**src/verilog/cfs_consts.svh**
```systemverilog
// constants for the configuration status and remote update block
// assumes byte addressing on a 32-bit classic wishbone bus
`ifndef CFS_CONSTS_SVH
`define CFS_CONSTS_SVH

// register byte offsets
`define CFS_OFF_CTRL      8'h00
`define CFS_OFF_APP_ADDR  8'h04
`define CFS_OFF_CAUSE     8'h08
`define CFS_OFF_STATUS    8'h0c
`define CFS_OFF_BOOT_ADDR 8'h10
`define CFS_OFF_FACT_ADDR 8'h14

// control register fields
`define CFS_CTRL_RECONFIG 0

// cause register fields
`define CFS_CAUSE_STATUS_LOW 0
`define CFS_CAUSE_CRC        1
`define CFS_CAUSE_WATCHDOG   2
`define CFS_CAUSE_CFG_RESET  3
`define CFS_CAUSE_W          4

// status register fields
`define CFS_STAT_USER      0
`define CFS_STAT_INIT_LOW  1
`define CFS_STAT_REMOTE    2
`define CFS_STAT_FACTORY   3
`define CFS_STAT_CAL_DONE  4
`define CFS_STAT_STATE_LSB 8

// scheme select encodings
`define CFS_SCHEME_W      3
`define CFS_SCHEME_AS     3'h2
`define CFS_SCHEME_AP     3'h4

// boot addresses
`define CFS_ADDR_W        24
`define CFS_AS_BOOT_ADDR  24'h000000
`define CFS_AP_BOOT_RESET 24'h010000

`endif

```
**src/verilog/cfs_pkg.sv**
```systemverilog
// types for the configuration status and remote update block
// assumes cfs_consts.svh is on the include path
`include "cfs_consts.svh"

package cfs_pkg;

   // configuration sequence, one-hot
   typedef enum logic [3:0] {
      CFS_ST_IDLE = 4'h1,   // config request held low
      CFS_ST_OPTS = 4'h2,   // loading, waiting for first frame options
      CFS_ST_INIT = 4'h4,   // initializing
      CFS_ST_USER = 4'h8    // user mode
   } cfs_state_e;

   // whole state of the top module
   typedef struct packed {
      cfs_state_e                 state;
      logic                       init_en;
      logic                       oct_gate;
      logic                       remote_en;
      logic                       factory;
      logic [`CFS_ADDR_W-1:0]     app_addr;
      logic [`CFS_ADDR_W-1:0]     fact_addr;
      logic [`CFS_ADDR_W-1:0]     boot_addr;
      logic [`CFS_CAUSE_W-1:0]    cause;
      logic                       reconfig;
      logic                       ack;
      logic [31:0]                rdata;
   } cfs_top_s;

endpackage : cfs_pkg

```
**src/verilog/cfs_sync.sv**
```systemverilog
// two flip-flop level synchronizer, one per bit
// assumes levels that change slowly against clk_i
`timescale 1ns/1ps
`default_nettype none

module cfs_sync #(
   parameter int            W      = 1,
   parameter logic [W-1:0]  RST_V  = '0
) (
   input  wire logic          clk_i,
   input  wire logic          rst_i,
   input  wire logic [W-1:0]  d_i,
   output logic      [W-1:0]  q_o
);

   // both stages of every bit
   typedef struct packed {
      logic [W-1:0] s1;   // first stage, read only by s2
      logic [W-1:0] s2;   // stable stage
   } cfs_sync_s;

   cfs_sync_s st_q;
   cfs_sync_s st_d;

   // refuse widths that the stages cannot hold
   if (W < 1) begin : g_bad_width
      $error("cfs_sync: W must be at least 1");
   end

   // next state: shift one stage
   always_comb begin
      st_d    = st_q;
      st_d.s1 = d_i;
      st_d.s2 = st_q.s1;
   end

   // registers, synchronous reset to the idle level
   always_ff @(posedge clk_i) begin
      if (rst_i) begin
         st_q <= {RST_V, RST_V};
      end else begin
         st_q <= st_d;
      end
   end

   assign q_o = st_q.s2;

endmodule : cfs_sync

`default_nettype wire

```
**src/verilog/cfs_top.sv**
```systemverilog
// configuration status pins and remote update control
// assumes inputs synchronous to clk_i except the two global overrides
//
// Notes on behaviour
// - config request low: status pin released
// - first-frame option received: drive pin low
// - init finished: release pin, enter user
// - optional gate on termination calibration done
// - output enable low tristates all pins (here io_tristate_o only; the status pin is not released)
// - clear low clears all registers (here core_clear_o only; the registers of this block keep their values)
// - remote update only in active schemes
// - no remote update in device chain
// - detect, recover errors, report status
// - same scheme select; standard disables circuitry
// - remote behaviour needs remote option bit
// - factory image is fall-back, administers updates
// - remote update works with decompression
// - serial scheme boots factory at zero
// - parallel scheme boots factory at register
// - cause written on status, crc, watchdog, reset
// - any error reloads the factory image
//
// Design decisions made here: the Wishbone interface to the registers and the register addresses.
`timescale 1ns/1ps
`default_nettype none

`include "cfs_consts.svh"

module cfs_top (
   input  wire logic                       clk_i,
   input  wire logic                       rst_i,
   // classic wishbone slave
   input  wire logic                       wb_cyc_i,
   input  wire logic                       wb_stb_i,
   input  wire logic                       wb_we_i,
   input  wire logic [7:0]                 wb_adr_i,
   input  wire logic [3:0]                 wb_sel_i,
   input  wire logic [31:0]                wb_dat_i,
   output logic      [31:0]                wb_dat_o,
   output logic                            wb_ack_o,
   // configuration sequence inputs
   input  wire logic                       config_request_n_i,
   input  wire logic                       opt_valid_i,
   input  wire logic                       opt_init_done_en_i,
   input  wire logic                       opt_oct_gate_i,
   input  wire logic                       opt_remote_en_i,
   input  wire logic                       init_complete_i,
   input  wire logic                       termination_cal_done_i,
   input  wire logic [`CFS_SCHEME_W-1:0]   scheme_select_i,
   input  wire logic                       multi_device_chain_i,
   input  wire logic                       decompress_en_i,
   input  wire logic                       crc_error_i,
   input  wire logic                       watchdog_timeout_i,
   input  wire logic                       config_status_n_i,
   // global overrides, asynchronous
   input  wire logic                       global_output_enable_i,
   input  wire logic                       global_clear_n_i,
   // open-drain status pin
   output logic                            init_done_o,
   output logic                            init_done_oe_n_o,
   // core controls
   output logic                            io_tristate_o,
   output logic                            core_clear_o,
   output logic                            user_mode_o,
   output logic                            reconfig_o,
   output logic      [`CFS_ADDR_W-1:0]     boot_address_o,
   output logic                            remote_avail_o
);

   cfs_pkg::cfs_top_s st_q;       // registered state
   cfs_pkg::cfs_top_s st_d;       // next state
   logic [1:0]        ovr_sync;   // synchronized oe and clear_n
   logic              scheme_ok;  // active serial or active parallel
   logic              remote_ok;  // remote circuitry enabled
   logic              active;     // loading or running
   logic              init_go;    // initialization finished
   logic              err_crc;    // crc error while active
   logic              err_stat;   // status pin pulled low externally
   logic              err_wdt;    // watchdog expiry in user mode
   logic              err_any;    // any reconfiguring error
   logic              cfg_reset;  // config request while active
   logic              bus_req;    // request seen, not yet answered
   logic              wr_go;      // write takes effect this edge
   logic [31:0]       rd_mux;     // read data selected by address
   logic [`CFS_ADDR_W-1:0] fact_boot; // factory address per scheme
   logic              trig;       // software reconfiguration request
   logic [`CFS_CAUSE_W-1:0] cause_set; // events recorded this cycle
   logic [31:0]       app_mrg;    // app address word after lane merge
   logic [31:0]       fact_mrg;   // factory address word after lane merge

   // byte-lane merge for writable words
   function automatic logic [31:0] merge_lanes(input logic [31:0] old_v,
                                               input logic [31:0] new_v,
                                               input logic [3:0]  sel);
      logic [31:0] r;
      r = old_v;
      for (int i = 0; i < 4; i++) begin
         if (sel[i]) r[8*i +: 8] = new_v[8*i +: 8];
      end
      return r;
   endfunction : merge_lanes

   // override inputs through two flops each, released level is high
   cfs_sync #(
      .W     (2),
      .RST_V (2'h3)
   ) u_ovr_sync (
      .clk_i (clk_i),
      .rst_i (rst_i),
      .d_i   ({global_clear_n_i, global_output_enable_i}),
      .q_o   (ovr_sync)
   );

   // decode of scheme, chain and option bit
   always_comb begin
      scheme_ok = (scheme_select_i == `CFS_SCHEME_AS) ||
                  (scheme_select_i == `CFS_SCHEME_AP);
      // decompression does not take part: serial with it stays eligible
      remote_ok = scheme_ok && !multi_device_chain_i && st_q.remote_en;
      // factory start address depends on the scheme
      if (scheme_select_i == `CFS_SCHEME_AP) begin
         fact_boot = st_q.fact_addr;
      end else begin
         fact_boot = `CFS_AS_BOOT_ADDR;
      end
   end

   // error and completion events
   always_comb begin
      active    = (st_q.state != cfs_pkg::CFS_ST_IDLE);
      init_go   = init_complete_i &&
                  (!st_q.oct_gate || termination_cal_done_i);
      err_crc   = active && crc_error_i;
      err_stat  = active && !config_status_n_i;
      err_wdt   = (st_q.state == cfs_pkg::CFS_ST_USER) && watchdog_timeout_i;
      err_any   = err_crc || err_stat || err_wdt;
      cfg_reset = active && !config_request_n_i;
      cause_set = '0;
      cause_set[`CFS_CAUSE_STATUS_LOW] = err_stat;
      cause_set[`CFS_CAUSE_CRC]        = err_crc;
      cause_set[`CFS_CAUSE_WATCHDOG]   = err_wdt;
      cause_set[`CFS_CAUSE_CFG_RESET]  = cfg_reset;
   end

   // bus decode: write lands on the edge that ack is sampled
   always_comb begin
      bus_req = wb_cyc_i && wb_stb_i && !st_q.ack;
      wr_go   = wb_cyc_i && wb_stb_i && wb_we_i && st_q.ack;
      trig    = wr_go && (wb_adr_i == `CFS_OFF_CTRL) && wb_sel_i[0] &&
                wb_dat_i[`CFS_CTRL_RECONFIG];
      // merged words, the top byte is dropped when stored
      app_mrg  = merge_lanes({8'h00, st_q.app_addr}, wb_dat_i, wb_sel_i);
      fact_mrg = merge_lanes({8'h00, st_q.fact_addr}, wb_dat_i, wb_sel_i);
   end

   // read data mux, unmapped words read zero
   always_comb begin
      rd_mux = '0;
      case (wb_adr_i)
         `CFS_OFF_APP_ADDR:  rd_mux[`CFS_ADDR_W-1:0] = st_q.app_addr;
         `CFS_OFF_CAUSE:     rd_mux[`CFS_CAUSE_W-1:0] = st_q.cause;
         `CFS_OFF_STATUS: begin
            rd_mux[`CFS_STAT_USER]     = (st_q.state == cfs_pkg::CFS_ST_USER);
            rd_mux[`CFS_STAT_INIT_LOW] = !init_done_oe_n_o;
            rd_mux[`CFS_STAT_REMOTE]   = remote_ok;
            rd_mux[`CFS_STAT_FACTORY]  = st_q.factory;
            rd_mux[`CFS_STAT_CAL_DONE] = termination_cal_done_i;
            rd_mux[`CFS_STAT_STATE_LSB +: 4] = st_q.state;
         end
         `CFS_OFF_BOOT_ADDR: rd_mux[`CFS_ADDR_W-1:0] = st_q.boot_addr;
         `CFS_OFF_FACT_ADDR: rd_mux[`CFS_ADDR_W-1:0] = st_q.fact_addr;
         default:            rd_mux = '0;
      endcase
   end

   // next state of the whole block
   always_comb begin
      st_d          = st_q;
      st_d.reconfig = 1'b0;
      st_d.ack      = bus_req;
      if (bus_req) begin
         st_d.rdata = rd_mux;
      end
      // register writes
      if (wr_go) begin
         case (wb_adr_i)
            `CFS_OFF_APP_ADDR:
               st_d.app_addr = app_mrg[`CFS_ADDR_W-1:0];
            `CFS_OFF_FACT_ADDR:
               st_d.fact_addr = fact_mrg[`CFS_ADDR_W-1:0];
            `CFS_OFF_CAUSE: begin
               if (wb_sel_i[0]) begin
                  st_d.cause = st_q.cause & ~wb_dat_i[`CFS_CAUSE_W-1:0];
               end
            end
            default: ;
         endcase
      end
      // hardware events overwrite the cause, set wins over clear
      if (remote_ok && (cause_set != '0)) begin
         st_d.cause = cause_set;
      end
      // sequence
      case (st_q.state)
         cfs_pkg::CFS_ST_IDLE: begin
            // pin released while request low
            if (config_request_n_i) begin
               st_d.state     = cfs_pkg::CFS_ST_OPTS;
               st_d.boot_addr = fact_boot;
               st_d.factory   = 1'b1;
            end
         end
         cfs_pkg::CFS_ST_OPTS: begin
            // first frame carries the option bits
            if (opt_valid_i) begin
               st_d.init_en   = opt_init_done_en_i;
               st_d.oct_gate  = opt_oct_gate_i;
               st_d.remote_en = opt_remote_en_i;
               st_d.state     = cfs_pkg::CFS_ST_INIT;
            end
         end
         cfs_pkg::CFS_ST_INIT: begin
            // release and enter user mode together
            if (init_go) begin
               st_d.state = cfs_pkg::CFS_ST_USER;
            end
         end
         cfs_pkg::CFS_ST_USER: begin
            // user logic asks for an application image
            if (trig && remote_ok) begin
               st_d.state     = cfs_pkg::CFS_ST_OPTS;
               st_d.boot_addr = st_q.app_addr;
               st_d.factory   = 1'b0;
               st_d.reconfig  = 1'b1;
            end
         end
         default: st_d.state = cfs_pkg::CFS_ST_IDLE;
      endcase
      // errors restart from the factory image
      if (err_any && remote_ok) begin
         st_d.state     = cfs_pkg::CFS_ST_OPTS;
         st_d.boot_addr = fact_boot;
         st_d.factory   = 1'b1;
         st_d.reconfig  = 1'b1;
      end else if (err_any) begin
         // standard mode simply restarts configuration
         st_d.state     = cfs_pkg::CFS_ST_OPTS;
         st_d.boot_addr = fact_boot;
      end
      // request low wins over every other choice of next state
      if (!config_request_n_i) begin
         st_d.state   = cfs_pkg::CFS_ST_IDLE;
         st_d.init_en = 1'b0;
      end
   end

   // state register, synchronous reset
   always_ff @(posedge clk_i) begin
      if (rst_i) begin
         st_q           <= '0;
         st_q.state     <= cfs_pkg::CFS_ST_IDLE;
         st_q.fact_addr <= `CFS_AP_BOOT_RESET;
         st_q.factory   <= 1'b1;
      end else begin
         st_q <= st_d;
      end
   end

   // outputs
   always_comb begin
      init_done_o      = 1'b0;
      // pin pulled low only while initializing with the option on
      init_done_oe_n_o = !((st_q.state == cfs_pkg::CFS_ST_INIT) &&
                           st_q.init_en);
      io_tristate_o    = !ovr_sync[0];
      core_clear_o     = !ovr_sync[1];
      user_mode_o      = (st_q.state == cfs_pkg::CFS_ST_USER);
      reconfig_o       = st_q.reconfig;
      boot_address_o   = st_q.boot_addr;
      remote_avail_o   = remote_ok;
      wb_dat_o         = st_q.rdata;
      wb_ack_o         = st_q.ack;
   end

   // checks on the sequence, the bus triggers and the overrides
   a_init_released: assert property (@(posedge clk_i) disable iff (rst_i)
      !config_request_n_i |=> init_done_oe_n_o)
      else $error("status pin driven while config request low");

   a_init_driven: assert property (@(posedge clk_i) disable iff (rst_i)
      (st_q.state == cfs_pkg::CFS_ST_OPTS) && opt_valid_i && opt_init_done_en_i
      && config_request_n_i && !err_any |=> !init_done_oe_n_o)
      else $error("status pin not driven after option bit");

   a_user_released: assert property (@(posedge clk_i) disable iff (rst_i)
      user_mode_o |-> init_done_oe_n_o)
      else $error("status pin driven in user mode");

   a_oct_gated: assert property (@(posedge clk_i) disable iff (rst_i)
      $rose(user_mode_o) |-> $past(termination_cal_done_i) ||
                             !$past(st_q.oct_gate))
      else $error("user mode entered before calibration done");

   a_oe_override: assert property (@(posedge clk_i) disable iff (rst_i)
      !global_output_enable_i [*3] |=> io_tristate_o)
      else $error("pins not tristated under override");

   a_clr_override: assert property (@(posedge clk_i) disable iff (rst_i)
      global_clear_n_i [*3] |=> !core_clear_o)
      else $error("clear held without override");

   a_std_no_trig: assert property (@(posedge clk_i) disable iff (rst_i)
      trig && !remote_ok && !err_any |=> !reconfig_o)
      else $error("reconfiguration started in standard mode");

   // a software trigger in user mode loads the stored application address
   a_trig_app: assert property (@(posedge clk_i) disable iff (rst_i)
      trig && remote_ok && user_mode_o && !err_any && config_request_n_i |=>
         reconfig_o && !st_q.factory && (boot_address_o == $past(st_q.app_addr)))
      else $error("trigger did not load the application image");

   a_err_factory: assert property (@(posedge clk_i) disable iff (rst_i)
      err_any && remote_ok && config_request_n_i |=>
         reconfig_o && st_q.factory && (boot_address_o == $past(fact_boot))
         && (st_q.cause == $past(cause_set)))
      else $error("error did not reload factory image");

   a_as_boot: assert property (@(posedge clk_i) disable iff (rst_i)
      (st_q.state == cfs_pkg::CFS_ST_IDLE) && config_request_n_i &&
      (scheme_select_i == `CFS_SCHEME_AS) |=>
         boot_address_o == `CFS_AS_BOOT_ADDR)
      else $error("serial factory boot address not zero");

endmodule : cfs_top

`default_nettype wire

```
**config.mk**
```make
export PLATFORM = sky130hd
export DESIGN_NAME = cfs_top
export DESIGN_NICKNAME = d
export VERILOG_FILES = /design/src/verilog/cfs_pkg.sv /design/src/verilog/cfs_sync.sv /design/src/verilog/cfs_top.sv
export VERILOG_INCLUDE_DIRS = /design/src /design/src/verilog
export SDC_FILE = /design/constraint.sdc
export NUM_CORES = 1
export LEC_CHECK = 0
export BUFFER_PORTS_ARGS = -buffer_cell sky130_fd_sc_hd__buf_2
export CAP_MARGIN = 20
export CORE_MARGIN = 2
export CORE_UTILIZATION = 50
export CTS_CLUSTER_DIAMETER = 120
export DETAILED_ROUTE_END_ITERATION = 10
export PLACE_DENSITY = 0.74
export SETUP_SLACK_MARGIN = 0.02
export SLEW_MARGIN = 10
export SYNTH_ARGS = -nofsm -noshare
export SYNTH_HDL_FRONTEND = slang
export SYNTH_SLANG_ARGS = --single-unit
```
**constraint.sdc**
```tcl
create_clock -name clk_i -period 6.02 [get_ports clk_i]
set_input_delay 0.602 -clock clk_i [delete_from_list [all_inputs] [get_ports clk_i]]
set_output_delay 0.602 -clock clk_i [all_outputs]
set_load 0.01 [all_outputs]
```
# --- Yosys cells after proc, flatten, opt, wreduce, memory -nomap -nowiden ---
# Cells that the tools add are included.
totals:
  mem_count: 0
  latchBits: 0
  out_inout_bits: 64
  mem_bits_ro: 0
  ram_bits: 0
  word_cells: 121
  regBits: 114
op_classes:
  div_mod_pow: 0
  n_mux: 27
  n_eq_ne: 20
  n_reduce_logical: 52
  n_shift: 0
  bitwise_logic: 3
  n_addsub: 0
  magnitude_cmp: 0
  n_mul: 0
ops:
  columns: ["cell", "n"]
  rows:
  - ["2-to-1 mux 24 bit", 5]
  - ["one-hot mux 24 bit (2 select lines)", 1]
  - ["one-hot mux 12 bit (3 select lines)", 1]
  - ["AND reduction 3 bit", 11]
  - ["one-hot mux 4 bit (4 select lines)", 2]
  - ["2-to-1 mux 4 bit", 6]
  - ["one-hot mux 4 bit (5 select lines)", 1]
  - ["logical AND 1 bit", 18]
  - ["equality test 8 x 4 -> 1 bit (second input constant)", 2]
  - ["equality test 8 x 5 -> 1 bit (second input constant)", 2]
  - ["inequality test 4 bit (second input constant)", 3]
  - ["one-hot mux 3 bit (3 select lines)", 1]
  - ["equality test 8 x 3 -> 1 bit (second input constant)", 1]
  - ["zero test 1 bit", 8]
  - ["zero test 8 bit", 1]
  - ["inequality test 4 x 1 -> 1 bit (second input constant)", 2]
  - ["nonzero test 2 bit", 4]
  - ["nonzero test 4 bit", 2]
  - ["2-to-1 mux 7 bit", 1]
  - ["inequality test 2 bit (second input constant)", 3]
  - ["2-to-1 mux 1 bit", 5]
  - ["AND 4 bit", 1]
  - ["equality test 4 x 1 -> 1 bit (second input constant)", 1]
  - ["equality test 4 x 2 -> 1 bit (second input constant)", 1]
  - ["other kinds (14)", 19]

# --- Depth between registers and ports, before layout ---
depth:
  ltp_word: 11
  depth_mapped: 7
  ltp_nobuf: 5

# --- By module ---
# From an unflattened synthesis, not the netlist that was laid out.
unflattened:
  cells_unflattened: 617
  area_unflattened_um2: 5953.2
by_module_without_submodules:
  columns: ["mod", "seq_area_each_um2", "area_each_um2", "cells_per_inst", "n_inst"]
  rows:
  - ["cfs_top", 2202.1, 5848.1, 609, 1]
  - ["cfs_sync", 80.1, 105.1, 8, 1]

# --- Worst setup path after synthesis ---
# Ideal clock, no wire load.
synth_path:
  path_kind: "input to output"
  from: "input scheme_select_i[0]"
  to: "output remote_avail_o"
  path_slack_ps: 3753
  t_arrival_ps: 1665
  cell_stages: 4
  path_cell_list: "or3b_2 > or2_2 > clkbuf_1 > inv_1"
synth_via:
  elab_chain_cells: 4
  elab_cells_between_ends: 5
  cone_classes: "eq/ne (2); reduce/logical (3)"
synth_lines:
  columns: ["element", "line", "text"]
  rows:
  - ["from (decl)", "cfs_top.sv:49", "input wire logic [`CFS_SCHEME_W-1:0] scheme_select_i,"]
  - ["equality test 3 x 2 -> 1 bit (no source line) / equality test 3 bit (equally long branches)", null, null]
  - ["logical OR 1 bit (*)", "cfs_top.sv:116", "scheme_ok = (scheme_select_i == `CFS_SCHEME_AS) ||"]
  - ["logical AND 1 bit (*) (2 in series)", "cfs_top.sv:119", "remote_ok = scheme_ok && !multi_device_chain_i && st_q.remote_en;"]
  - ["to (decl)", "cfs_top.sv:67", "output logic remote_avail_o"]
# Every way passes the cells marked *; elsewhere a longest branch is shown, timed or not.

# --- Worst setup path after layout ---
layout_path:
  from: "register st_q[114] (netlist bit)"
  to: "register st_q, in the netlist boot_address_o[0]"
layout_via:
  elab_chain_cells: 7
  elab_cells_between_ends: 16
  cone_classes: "eq/ne (5); mux (3); reduce/logical (8)"
layout_lines:
  columns: ["element", "line", "text"]
  rows:
  - ["from (decl)", "cfs_top.sv:70", "cfs_pkg::cfs_top_s st_q;"]
  - ["from (signal assigned)", "cfs_top.sv:265", "st_q <= st_d;"]
  - ["inequality test 4 x 1 -> 1 bit", "cfs_top.sv:130", "active = (st_q.state != cfs_pkg::CFS_ST_IDLE);"]
  - ["logical AND 1 bit, on equally long branches", "cfs_top.sv:133, cfs_top.sv:134", null]
  - ["logical OR 1 bit (2 in series)", "cfs_top.sv:136", "err_any = err_crc || err_stat || err_wdt;"]
  - ["logical AND 1 bit", "cfs_top.sv:240", "if (err_any && remote_ok) begin"]
  - ["inequality test 4 bit (no source line) (tied with other cells)", null, null]
  - ["AND reduction 3 bit (no source line)", null, null]
# Several ways; a longest one is shown, not always the timed one.
# A chain may end at the register's enable or synchronous reset.

==> flow_summary.ini <==
[layout]
insertedDiodeCount = 0
nFillCells = 1091
stdcell_count = 938
final_nets = 823
final_util_pct = 57.9
area_delta_synth_final_pct = 12.3
post_route_cells_drive_above_1_share_pct = 23.0

[die]
dieHeight_um = 115
fp.dieW_um = 115
io_pins = 130
core_sq_um = 12100
dieArea_sq_um = 13300
initial_core_util_pct = 51.5
num_rows = 40

[timing]
skew_ns = 0.00773
slew_headroom_pct = 23.7
worst_slew_pin_slew_ns = 1.14
rsz0062_at_grt = false
fin_crit_ns = 3.06
fin_crit_sh_pct = 50.9
final_hold_viol_count = 0
layout_setup_ws_ns = 2.96
setup_viol = 0
slew_violations = 0
finalSetupTns_ns = 0
max_freq_ghz = 0.327

[route]
wl_per_cell_um = 19.5
drt.antenna.violating_nets = 0
drcViolationCount = 0
viasPerCell = 6.06
dr.pass1.iters = 5
vias = 5688
drt-total-wl_um = 18300
drtIter0Drc = 464

[synth]
synth_cells = 728
syn_area_sq_um = 6210
async_flop_share_pct = 0
synth.area.top_cells = dfxtp_1, buf_4, a211oi_1, mux2i_1, nand3_1
synth_top_area_share_pct = 36.7
synth_warnings = 0
seq_area_frac_synth_pct = 36.7
avgSynthCellArea_sq_um = 8.53
synth_top_flop_cell = dfxtp_1
yosysUniqueCellTypes = 61
ys_ff_latch = 114
yosysTopAreaCell = dfxtp_1
synth_edf_count = 0

[setup_path]
critical_path_required_ns = 6.25
cpLargestDelayFamily = compound AO/OA/AOI/OAI gates
critPathSlowestCell = a221o_1
endpoint_kind = register
path_class = reg2reg
path_max_fanout = 25
arrival_ns = 3.30
cpPeakStageDelay_ns = 0.92
reg2reg_slack_ns = 2.96
crit_chain = nor4b_2 > mux2_2 > a221o_1 > a211oi_1
crit_buf_inv = 0
cp-start-kind = register

[grt]
grtUsageTotal_pct = 28.0
antenna_found_initial = 1
grt_pass1_vias = 5590
grt_max_degree = 93
grt_pass1_wl_um = 28700
grt_overflow_total = 0

[place]
finalWeightedCongestion = 0.916
dp.cells = 902
port_buffers = 110
dpl.hpwl_um = 11700
place_ws_ns = 2.48

[clocking]
clock_path_buffers = 2
root_buffer = clkbuf_16
clkLatencyLatePin_ns = 0.42
cts_made_buffers = 17
htree_num_levels = 4
post_cts_buffers = 0
cts_resized = 0
clock_sink_count = 114
hold_buffers = 0
cts_tree = done
clk_pin_slew_ns = 0.05

[pwr]
leakage_nw = 2.96
powerDensity_nw_per_um2 = 283
irDropWorstVdd_uv = 167

[status]
outcome = complete, no violations

[worst_hold_path]
hp-class = in2reg

[flow_run]
cap_violations = 0
power by group:
| group | switching [W] | internal (W) |
|---|---|---|
| registers | 0.0000154 | 0.000771 |
| clock network | 0.000354 | 0.000681 |
| logic | 0.0000954 | 0.0000586 |
| total | 0.000464 | 0.00151 |
per-stage QoR:
step           hold WS [ns]  cell area [sq um]  power, W
6_report              0.362               6980   0.00197
3_5_place_dp          0.394               6320  0.000952
5_1_grt               0.363               6980   0.00203
3_3_place_gp          0.391               6320  0.000948
2_1_floorplan         0.389               6240  0.000910
4_1_cts               0.355               6920   0.00198
metal layers:
metal	global-route usage, %	up-vias	wire [um]
met5	0	-	11
met3	6.96	43	1670
met4	13.1	2	483
li1	-	2665	-
met2	45.0	273	8560
met1	35.6	2705	7560
cells in the final DEF, fill, tap and decap left out, drive strengths merged, types with 3 or more instances in the layout:
master and instances:
mux2i 27, nand3 53, buf 121, or3 3, nand2b 4, nor2 11, a21o 25, or2 5
mux2 11, conb 9, clkbuf 24, nor3 6, a21oi 52, nor4b 6, a2bb2oi 16, nand4 3
dfxtp 114, o21ai 49, and4 3, a22oi 23, a221o 3, and3 8, and2 29, nand2 54
inv 8, nor2b 5, nor3b 3, a211oi 50, clkinv 4, o21bai 3, bufinv 3
Yosys cell counts, drive strengths merged, types with 4 or more instances:
cell / n
nand2: 54
nand3: 53
nor3: 6
a211oi: 50
a21o: 25
nand2b: 4
inv: 8
mux2i: 27
or2: 5
mux2: 11
and2: 29
nor2b: 5
and3: 8
a22oi: 23
a2bb2oi: 16
a21oi: 52
clkbuf: 41
dfxtp: 114
o21ai: 49
buf: 79
nor2: 11
nor4b: 6
final cells by class:
type	count	area, sq um	share of cell area [%]
Inverter	8	30.0	0.430
Multi-Input combinational cell	494	3180	45.6
Sequential cell	114	2280	32.7
Clock buffer	23	478	6.85
Tap cell	168	210	3.01
Timing Repair Buffer	122	666	9.54
Clock inverter	9	129	1.85
sequential cells by signal, indices dropped and copies added (netlist names):
signal and count:
u_ovr_sync.q_o 2, u_ovr_sync.st_d 2, st_q 60, wb_ack_o 1, wb_dat_o 24, reconfig_o 1
boot_address_o 24
cell families after synthesis:
kind of cell    synth area share, %
buf+inv                        12.6
other cells                  0.0604
compound gates                 25.7
flops                          36.7
mux                            6.34
simple gates                   18.3
xor+xnor                      0.282
worst paths after layout:
path	startpoint	end	cells after the start
min reg2reg	u_ovr_sync.st_d[1]$_SDFF_PP1_	u_ovr_sync.q_o[1]$_SDFF_PP1_	1
max reg2reg	st_q[114]$_SDFFE_PP1P_	boot_address_o[0]$_SDFFE_PP0P_	4
min	global_output_enable_i	u_ovr_sync.st_d[0]$_SDFF_PP1_	2
max	st_q[114]$_SDFFE_PP1P_	boot_address_o[0]$_SDFFE_PP0P_	4
(Power assumes the default switching activity.)
